`src/include/dfcs_pkg.sv`:
```
// Package for the data-flash command sequencer: register map, codes, timing.
// Assumes a 32-bit Avalon-MM slave at 100 MHz and a byte-addressed data-flash array port of 16-bit words.
package dfcs_pkg;

	localparam logic [3:0]  OFS_PARAM_INDEX = 4'h0;
	localparam logic [3:0]  OFS_PARAM_WORD  = 4'h1;
	localparam logic [3:0]  OFS_STATUS      = 4'h2;
	localparam logic [3:0]  OFS_CONFIG      = 4'h3;
	localparam logic [3:0]  OFS_ERR_STATUS  = 4'h4;
	localparam logic [3:0]  OFS_ERR_CONFIG  = 4'h5;
	localparam logic [3:0]  OFS_MODE        = 4'h6;
	localparam logic [3:0]  OFS_PROTECT     = 4'h7;

	localparam logic [7:0]  CMD_ERASE_VERIFY_SECTION = 8'h10;
	localparam logic [7:0]  CMD_PROGRAM              = 8'h11;
	localparam logic [7:0]  CMD_ERASE_SECTOR         = 8'h12;

	localparam logic [2:0]  IDX_CMD       = 3'h0;
	localparam logic [2:0]  IDX_ADDR      = 3'h1;
	localparam logic [2:0]  IDX_COUNT     = 3'h2;
	localparam logic [2:0]  IDX_LAST_WORD = 3'h5;

	// Status bit positions.
	localparam int STAT_COMMAND_COMPLETE_FLAG  = 7;
	localparam int STAT_ACC   = 5;
	localparam int STAT_PVIOL = 4;
	localparam int STAT_ECC1  = 1;
	localparam int STAT_ECC0  = 0;

	localparam logic [1:0]  DFLASH_BLOCK_SEL = 2'h1;
	localparam logic [15:0] ERASED_WORD      = 16'hffff;

	localparam int INIT_TIME_NS = 1000;
	localparam int CLK_NS       = 10;
	localparam int INIT_CYCLES  = INIT_TIME_NS / CLK_NS;

	typedef struct packed {
		logic [15:0] addr;
		logic [15:0] wdata;
		logic        rd;
		logic        wr;
	} dfcs_arr_req_t;

endpackage

```
`src/design/dfcs_sequencer.sv`:
```
// Data-flash command sequencer: erase-verify section, program, erase sector.
// Assumes an array that answers reads one cycle later with data and ECC flags.
// How it works
// - erase-verify code 0x10, address, count at 010
// - check section erased, then set complete flag
// - erase-verify access errors on index, mode, address
// - erase-verify read errors set ECC status bits
// - program code 0x11, words at 010 to 101
// - word count follows index held at launch
// - program index outside 010..101 is access error
// - program bad, odd or overrunning address errors
// - protected area flags violation, stays untouched; sector erase checks only the sector base
// - program and erase verify set ECC bits
// - sector erase code 0x12, address in sector
// - sector erase clears sector, verifies, completes
// - sector erase access errors on index, address
// - clearing complete flag launches loaded command
// - command irq is complete flag and enable
// - error irq from enabled fault flags
// - read faults set double or single flags
// - wait mode does not disturb operation
// - stop granted only once command finishes
// - init holds flag low, ignores parameter writes
// - reset aborts a running command at once
//
// Added by the designer: the address map and the Avalon-MM slave port.
`timescale 1ns/1ps
`default_nettype none
module dfcs_sequencer
	import dfcs_pkg::*;
#(
	parameter int WORDS  = 4096,
	parameter int SECTOR = 128
)(
	input  wire logic                clk,
	input  wire logic                rst,
	input  wire logic [3:0]          avs_address,
	input  wire logic                avs_read,
	input  wire logic                avs_write,
	input  wire logic [31:0]         avs_writedata,
	output logic      [31:0]         avs_readdata,
	output logic                     avs_waitrequest,
	output var dfcs_arr_req_t        arrReq,
	input  wire logic [15:0]         arrRdata,
	input  wire logic                arrEccSingle,
	input  wire logic                arrEccDouble,
	input  wire logic                stopReq,
	output logic                     stopAck,
	output logic                     cmdIrq,
	output logic                     errIrq
);

	typedef enum logic [5:0] {
		S_INIT  = 6'h01,
		S_IDLE  = 6'h02,
		S_READ  = 6'h04,
		S_CHECK = 6'h08,
		S_WRITE = 6'h10,
		S_ERASE = 6'h20
	} dfcs_state_t;

	dfcs_state_t state_r;
	logic [2:0]  paramIndex_r;
	logic [15:0] param_r [0:5];
	logic        command_complete_flag_r, access_error_flag_r, pviol_r, eccAny_r, eccUnc_r;
	logic        command_complete_irq_enable_r, double_bit_fault_irq_enable_r, single_bit_fault_irq_enable_r, double_bit_fault_flag_r, single_bit_fault_flag_r;
	logic        modeOk_r;
	logic [15:0] protBase_r;
	logic [15:0] addr_r, remain_r, eraseCnt_r;
	logic [1:0]  wordSel_r;
	logic [$clog2(INIT_CYCLES+1)-1:0] initCnt_r;
	logic [31:0] rdata_r;
	logic        ack_r;

	logic [15:0] startAddr, wordCnt, lastAddr;
	logic [7:0]  cmdCode;
	logic        blockOk, launch, badAcc, protHit;
	logic        wrAcc, rdAcc;

	// Everything at or above the base address is protected.
	function automatic logic isProtected(input logic [15:0] a, input logic [15:0] base);
		isProtected = (a >= base);
	endfunction

	// Sector base: the low address bits inside one sector are dropped.
	function automatic logic [15:0] sectorBase(input logic [15:0] a);
		sectorBase = a & ~16'(SECTOR * 2 - 1);
	endfunction

	// Parameter slot that holds the program data of the selected word.
	function automatic logic [2:0] wordIndex(input logic [1:0] sel);
		wordIndex = 3'(IDX_COUNT + 3'(sel));
	endfunction

	// Writes act in the wait cycle; the master holds them through the next edge.
	assign wrAcc = avs_write & ~ack_r;
	assign rdAcc = avs_read & ~ack_r;
	// One wait cycle keeps read data coming from a flip-flop.
	assign avs_waitrequest = (avs_read | avs_write) & ~ack_r;
	assign avs_readdata = rdata_r;

	assign cmdCode   = param_r[0][15:8];
	assign blockOk   = param_r[0][1:0] == DFLASH_BLOCK_SEL;
	assign startAddr = param_r[1];
	assign wordCnt   = (cmdCode == CMD_PROGRAM) ? 16'({13'h0, paramIndex_r} - 16'h1) : param_r[2];
	assign lastAddr  = 16'(startAddr + {wordCnt[14:0], 1'b0} - 16'h2);
	// Clearing the flag by writing one is what launches the loaded command.
	assign launch = wrAcc && avs_address == OFS_STATUS && avs_writedata[STAT_COMMAND_COMPLETE_FLAG]
		&& command_complete_flag_r && state_r == S_IDLE;

	// Launch checks; a bad command never reaches the array, it only flags.
	// Protection is judged on the last programmed word and on the sector base.
	always_comb
	begin
		badAcc = ~modeOk_r | ~blockOk | startAddr[0] | (32'(startAddr) >= 32'(WORDS * 2));
		protHit = 1'b0;
		case (cmdCode)
			CMD_ERASE_VERIFY_SECTION:
				badAcc = badAcc | paramIndex_r != IDX_COUNT | wordCnt == 16'h0
					| (32'(startAddr) + 32'(wordCnt) * 2 > 32'(WORDS * 2));
			CMD_PROGRAM:
			begin
				badAcc = badAcc | paramIndex_r < IDX_COUNT | paramIndex_r > IDX_LAST_WORD
					| (32'(startAddr) + 32'(wordCnt) * 2 > 32'(WORDS * 2));
				protHit = isProtected(lastAddr, protBase_r);
			end
			CMD_ERASE_SECTOR:
			begin
				badAcc = badAcc | paramIndex_r != IDX_ADDR;
				protHit = isProtected(sectorBase(startAddr), protBase_r);
			end
			default:
				badAcc = 1'b1;
		endcase
	end

	// The acknowledge toggles, so every request sees exactly one wait cycle.
	always_ff @(posedge clk or posedge rst)
	begin
		if (rst)
			ack_r <= 1'b0;
		else
			ack_r <= (avs_read | avs_write) & ~ack_r;
	end

	// Read data is captured in the wait cycle and held until the next read.
	always_ff @(posedge clk or posedge rst)
	begin
		if (rst)
			rdata_r <= 32'h0;
		else if (rdAcc)
		begin
			case (avs_address)
				OFS_PARAM_INDEX: rdata_r <= {29'h0, paramIndex_r};
				OFS_PARAM_WORD:  rdata_r <= (paramIndex_r <= IDX_LAST_WORD)
					? {16'h0, param_r[paramIndex_r]} : 32'h0;
				OFS_STATUS:      rdata_r <= {24'h0, command_complete_flag_r, 1'b0, access_error_flag_r, pviol_r,
					2'h0, eccAny_r, eccUnc_r};
				OFS_CONFIG:      rdata_r <= {24'h0, command_complete_irq_enable_r, 7'h0};
				OFS_ERR_STATUS:  rdata_r <= {30'h0, double_bit_fault_flag_r, single_bit_fault_flag_r};
				OFS_ERR_CONFIG:  rdata_r <= {30'h0, double_bit_fault_irq_enable_r, single_bit_fault_irq_enable_r};
				OFS_MODE:        rdata_r <= {31'h0, modeOk_r};
				OFS_PROTECT:     rdata_r <= {16'h0, protBase_r};
				default:         rdata_r <= 32'h0;
			endcase
		end
	end

	// Parameter writes are only honoured while idle with the flag set.
	always_ff @(posedge clk or posedge rst)
	begin
		if (rst)
		begin
			paramIndex_r <= 3'h0;
			for (int i = 0; i < 6; i++)
				param_r[i] <= 16'h0;
		end
		else if (wrAcc && command_complete_flag_r && state_r == S_IDLE)
		begin
			if (avs_address == OFS_PARAM_INDEX)
				paramIndex_r <= avs_writedata[2:0];
			else if (avs_address == OFS_PARAM_WORD && paramIndex_r <= IDX_LAST_WORD)
				param_r[paramIndex_r] <= avs_writedata[15:0];
		end
	end

	// Configuration writes are honoured at any time, even while a command runs.
	always_ff @(posedge clk or posedge rst)
	begin
		if (rst)
		begin
			command_complete_irq_enable_r <= 1'b0;
			double_bit_fault_irq_enable_r <= 1'b0;
			single_bit_fault_irq_enable_r <= 1'b0;
			modeOk_r <= 1'b1;
			protBase_r <= 16'hffff;
		end
		else if (wrAcc)
		begin
			if (avs_address == OFS_CONFIG)
				command_complete_irq_enable_r <= avs_writedata[7];
			if (avs_address == OFS_ERR_CONFIG)
			begin
				double_bit_fault_irq_enable_r <= avs_writedata[1];
				single_bit_fault_irq_enable_r <= avs_writedata[0];
			end
			if (avs_address == OFS_MODE)
				modeOk_r <= avs_writedata[0];
			if (avs_address == OFS_PROTECT)
				protBase_r <= avs_writedata[15:0];
		end
	end

	// Fault flags: a new fault wins over a write-one clear in the same cycle.
	always_ff @(posedge clk or posedge rst)
	begin
		if (rst)
		begin
			double_bit_fault_flag_r <= 1'b0;
			single_bit_fault_flag_r <= 1'b0;
		end
		else
		begin
			if (state_r == S_CHECK && arrEccDouble)
				double_bit_fault_flag_r <= 1'b1;
			else if (wrAcc && avs_address == OFS_ERR_STATUS && avs_writedata[1])
				double_bit_fault_flag_r <= 1'b0;
			if (state_r == S_CHECK && arrEccSingle)
				single_bit_fault_flag_r <= 1'b1;
			else if (wrAcc && avs_address == OFS_ERR_STATUS && avs_writedata[0])
				single_bit_fault_flag_r <= 1'b0;
		end
	end

	// The sequencer; an asynchronous reset abandons any operation mid-way.
	always_ff @(posedge clk or posedge rst)
	begin
		if (rst)
		begin
			state_r <= S_INIT;
			command_complete_flag_r <= 1'b0;
			access_error_flag_r <= 1'b0;
			pviol_r <= 1'b0;
			eccAny_r <= 1'b0;
			eccUnc_r <= 1'b0;
			initCnt_r <= '0;
			addr_r <= 16'h0;
			remain_r <= 16'h0;
			eraseCnt_r <= 16'h0;
			wordSel_r <= 2'h0;
		end
		else
		begin
			case (state_r)
				S_INIT:
				begin
					// The flag stays low and parameter writes bounce until the count runs out.
					initCnt_r <= initCnt_r + 1'b1;
					if (32'(initCnt_r) == INIT_CYCLES - 1)
					begin
						command_complete_flag_r <= 1'b1;
						state_r <= S_IDLE;
					end
				end
				S_IDLE:
				begin
					// Access and protection error bits clear by writing one; ECC bits clear at any launch, the complete flag only at an accepted one.
					if (wrAcc && avs_address == OFS_STATUS)
					begin
						if (avs_writedata[STAT_ACC])
							access_error_flag_r <= 1'b0;
						if (avs_writedata[STAT_PVIOL])
							pviol_r <= 1'b0;
					end
					if (launch)
					begin
						eccAny_r <= 1'b0;
						eccUnc_r <= 1'b0;
						wordSel_r <= 2'h0;
						addr_r <= startAddr;
						remain_r <= wordCnt;
						if (badAcc || (protHit && cmdCode != CMD_ERASE_VERIFY_SECTION))
						begin
							access_error_flag_r <= badAcc;
							pviol_r <= ~badAcc;
						end
						else
						begin
							command_complete_flag_r <= 1'b0;
							if (cmdCode == CMD_ERASE_SECTOR)
							begin
								addr_r <= sectorBase(startAddr);
								remain_r <= 16'(SECTOR);
								eraseCnt_r <= 16'(SECTOR);
								state_r <= S_ERASE;
							end
							else if (cmdCode == CMD_PROGRAM)
								state_r <= S_WRITE;
							else
								state_r <= S_READ;
						end
					end
				end
				S_WRITE:
				begin
					// All words go in first; the verify pass then rereads them from the start.
					addr_r <= addr_r + 16'h2;
					wordSel_r <= wordSel_r + 2'h1;
					remain_r <= remain_r - 16'h1;
					if (remain_r == 16'h1)
					begin
						addr_r <= startAddr;
						remain_r <= wordCnt;
						wordSel_r <= 2'h0;
						state_r <= S_READ;
					end
				end
				S_ERASE:
				begin
					// The whole sector is written erased, then verified like a section check.
					addr_r <= addr_r + 16'h2;
					eraseCnt_r <= eraseCnt_r - 16'h1;
					if (eraseCnt_r == 16'h1)
					begin
						addr_r <= sectorBase(startAddr);
						state_r <= S_READ;
					end
				end
				S_READ:
					state_r <= S_CHECK;
				S_CHECK:
				begin
					// Program checks the written value; the others check erased.
					if (arrEccSingle || arrEccDouble)
						eccAny_r <= 1'b1;
					if (arrEccDouble)
						eccUnc_r <= 1'b1;
					if (arrRdata != ((cmdCode == CMD_PROGRAM)
						? param_r[wordIndex(wordSel_r)] : ERASED_WORD))
						eccAny_r <= 1'b1;
					addr_r <= addr_r + 16'h2;
					wordSel_r <= wordSel_r + 2'h1;
					remain_r <= remain_r - 16'h1;
					state_r <= S_READ;
					if (remain_r == 16'h1)
					begin
						command_complete_flag_r <= 1'b1;
						state_r <= S_IDLE;
					end
				end
				default:
					state_r <= S_INIT;
			endcase
		end
	end

	// The array request comes straight from the state: one word per cycle while writing, one word per two cycles while verifying.
	always_comb
	begin
		arrReq.addr = addr_r;
		arrReq.wdata = (state_r == S_ERASE) ? ERASED_WORD : param_r[wordIndex(wordSel_r)];
		arrReq.rd = state_r == S_READ;
		arrReq.wr = state_r == S_WRITE || state_r == S_ERASE;
	end

	// Stop is withheld while a command runs; wait mode has no effect here.
	assign stopAck = stopReq & command_complete_flag_r;
	assign cmdIrq = command_complete_flag_r & command_complete_irq_enable_r;
	assign errIrq = (double_bit_fault_flag_r & double_bit_fault_irq_enable_r) | (single_bit_fault_flag_r & single_bit_fault_irq_enable_r);

endmodule
`default_nettype wire

```
`config.mk`:
```
export PLATFORM = sky130hd
export DESIGN_NAME = dfcs_sequencer
export DESIGN_NICKNAME = d
export VERILOG_FILES = /design/src/include/dfcs_pkg.sv /design/src/design/dfcs_sequencer.sv
export SDC_FILE = /design/constraint.sdc
export NUM_CORES = 1
export LEC_CHECK = 0
export ABC_AREA = 1
export BUFFER_PORTS_ARGS = -buffer_cell sky130_fd_sc_hd__buf_2
export CAP_MARGIN = 25
export CORE_MARGIN = 8
export CORE_UTILIZATION = 45
export CTS_CLUSTER_DIAMETER = 200
export CTS_CLUSTER_SIZE = 14
export DETAILED_ROUTE_END_ITERATION = 16
export PLACE_DENSITY = 0.61
export REMOVE_ABC_BUFFERS = 1
export SLEW_MARGIN = 10
export SYNTH_ARGS = -nofsm -noshare
export SYNTH_HDL_FRONTEND = slang
export SYNTH_SLANG_ARGS = --single-unit
```
`constraint.sdc`:
```
create_clock -name clk -period 6.5 [get_ports clk]
set_input_delay 0.325 -clock clk [delete_from_list [all_inputs] [get_ports clk]]
set_output_delay 0.325 -clock clk [all_outputs]
set_load 0.05 [all_outputs]
```
==> impl_metrics.yaml <==
worst_setup_path:
  critPathSlowestCell: "a22oi_1"
  worstSetupPathType: "register to register"
  reg2regPathDepth: 37
  slowest_delay_ns: 0.41
  cpMostUsedCell: "nand2_1"
  critical_path_required_ns: 6.92
  rrSetupSlack_ns: 0.79
  critPathCaptureType: "register"
  arrival_ns: 6.13
  critPathMaxFanout: 21
  critPathLaunchType: "register"
logic_synthesis:
  synth-edff-count: 0
  yosys_most_used_dff: "dfrtp_1"
  yosys.area.top_type: "dfrtp_1"
  avgSynthCellArea_um2: 7.28
  synth_top_area_share_pct: 33.2
  syn-cell-area_um2: 14200
  synth_area_leaders: "dfrtp_1 (33%), nand2_1 (13%), o21ai_0 (8.2%)"
  synthAdderAreaFrac_pct: 6.99
  ys_ff_latch: 206
  yosys.area_share.simple_pct: 24.7
  async_flop_share_pct: 100
  yosysMostFrequentCell: "nand2_1"
  netlist-cell-type-count: 57
  synth_top_family_by_area: "simple AND/OR/NAND/NOR gates"
  yosys_warnings: 0
  synth.area.mux_share_pct: 0.0794
  netlist_top_cells_count: "nand2_1 (474), inv_1 (251), o21ai_0 (233)"
  yosysSeqAreaShare_pct: 36.5
  synth-xor-area-share_pct: 3.09
  synth_cells: 1949
  synth_compound_area_share_pct: 18.3
sta:
  min_period_over_period_pct: 87.8
  skew_ns: 0.0298
  setup_violations: 0
  rsz0062_at_grt: "false"
  period_minus_slack_ns: 5.71
  slew_viol_final: 0
  relSlewSlack_pct: 30.4
  hold_violations: 0
  tns_ns: 0
  maxClockFrequency_mhz: 175
  worstMarginPinSlew_ns: 1.04
clock_network:
  clock_path_buffers: 3
  cts_buffers: 18
  clock_sinks: 206
  path_clk_slew_ns: 0.07
  insertion_delay_ns: 0.53
  cts_root_buf: "clkbuf_16"
  cts_tree: "yes"
  cts_max_level: 1
floorplan:
  initial_utilization_pct: 45.3
  core_area_um2: 31300
  fp.dieH_um: 194
  die_area_um2: 37500
  die_w_um: 194
  placementRows: 65
  pin_count: 129
final_layout:
  antenna_cells: 0
  drive_gt1_share_pct: 10.8
  area_growth_pct: 9.44
  multiInputGateArea_um2: 7610
  nets: 2153
  fill_cells: 3184
  regArea_um2: 5180
routing:
  via_count: 13321
  ant_nets: 0
  drtIter0Drc: 1025
  wl_per_cell_um: 18.4
  drc: 0
  drt-total-wl_um: 44600
  first_pass_iters: 5
  via_per_inst: 5.49
run:
  cap_violations: 0
placed_design:
  portBuffers: 96
  hpwl_um: 32700
  gp_congestion: 0.905
pwr:
  power_density_nw_per_um2: 175
  finalPower_mw: 2.71
  leakagePower_nw: 7.84
  ir_drop_mv: 0.203
global_routing:
  antenna_found_initial: 0
  grt_pass1_wl_um: 70400
  grt_max_degree: 93
  track_usage_pct: 23.1
  grt_pass1_vias: 12627
  grt.overflow.total: 0
worst_hold_path:
  whs_path_depth: 3
  hold_path.class: "input pin to register"
status:
  outcome: "completed"
## cells by family after synthesis
logic type / after synthesis
AND/OR/NAND/NOR: 808
multiplexers: 1
flip-flops: 206
buffers and inverters: 349
adder cells (fa/ha/maj): 78
XOR/XNOR: 50
AO/OA/AOI/OAI: 456
other: 1
## cell usage in the layout, fill, tap and decap left out, types with 15 or more instances in the layout
master / synthesis / routed
nand2_1: 474 / 474
inv_1: 251 / 250
o21ai_0: 233 / 233
dfrtp_1: 188 / 188
nor2_1: 142 / 141
a21oi_1: 115 / 115
nand3_1: 97 / 97
buf_2: 7 / 96
ha_1: 76 / 76
a221oi_1: 36 / 36
xor2_1: 35 / 35
buf_4: 17 / 23
nor3_1: 22 / 22
clkbuf_16: 0 / 18
dfstp_2: 18 / 18
o211ai_1: 17 / 17
conb_1: 1 / 16
o22ai_1: 15 / 15
xnor2_1: 15 / 15
## critical path, delay by kind of cell, from the launching register on
family	cells	cell delay (ns)
buf+inv	5	0.52
flops	1	0.40
simple gates	21	2.32
xor+xnor	1	0.17
fa+ha+maj	3	0.80
compound gates	7	1.37
## final timing paths
kind | end | from
max | eraseCnt_r[9]$_DFFE_PP0P_ | cmdCode[1]$_DFFE_PP0P_
min | double_bit_fault_flag_r$_DFFE_PP0P_ | arrEccDouble
max reg2reg | eraseCnt_r[9]$_DFFE_PP0P_ | cmdCode[1]$_DFFE_PP0P_
min reg2reg | avs_readdata[1]$_DFFE_PP0P_ | avs_readdata[1]$_DFFE_PP0P_
max in group asynchronous | startAddr[5]$_DFFE_PP0P_ | rst
min in group asynchronous | param_r[13]$_DFFE_PP0P_ | rst
## metrics by stage
stage	std cells	hold slack (ns)	setup WS, ns	utilization [%]	instance area (µm²)
after floorplan	1874	0.441	0.0921	-	13800
after global placement	2395	0.460	0.868	47.7	14900
after detailed placement	2396	0.463	0.773	47.7	14900
after CTS	2427	0.0692	0.758	49.5	15500
after global routing	2428	0.116	0.241	49.6	15500
final	2428	0.0845	0.792	49.6	15500
## registers in the layout (all words and copies together), names as in the netlist, 2 cells and up
signal and cells:
cmdCode 8, wordSel_r 2, state_r 6, addr_r 16, param_r 72, avs_readdata 16, eraseCnt_r 16, initCnt_r 7
protBase_r 16, startAddr 16, remain_r 16, paramIndex_r 3
## layer usage
layer | part of all wire, % | global-route usage (%) | up-vias
li1 | - | - | 6520
met1 | 46 | 31.7 | 6352
met2 | 46 | 37.4 | 388
met3 | 6.0 | 3.38 | 61
met4 | 2.8 | 6.67 | 0
met5 | 0 | 0 | -
## power breakdown
group	switching [mW]	internal, mW	total (mW)	leakage, nW
clock network	0.513	0.563	1.08	0.259
registers	0.0351	1.34	1.37	2.69
logic	0.189	0.0766	0.266	4.89
total	0.737	1.98	2.71	7.84
## timing repair
action | CTS | global route
resized for setup | 0 | 0
hold buffers | 1 | 0
hold endpoints to repair | 81 | 0
setup buffers | 0 | 0
## area by class of cell
class	count	area share, %
clock buffer	28	3.14
clock inverter	2	0.387
inverter	259	6.31
multi-input combinational	1409	49.0
sequential	206	33.3
tap	402	3.24
timing repair buffer	122	4.55
(Power assumes the default switching activity.)
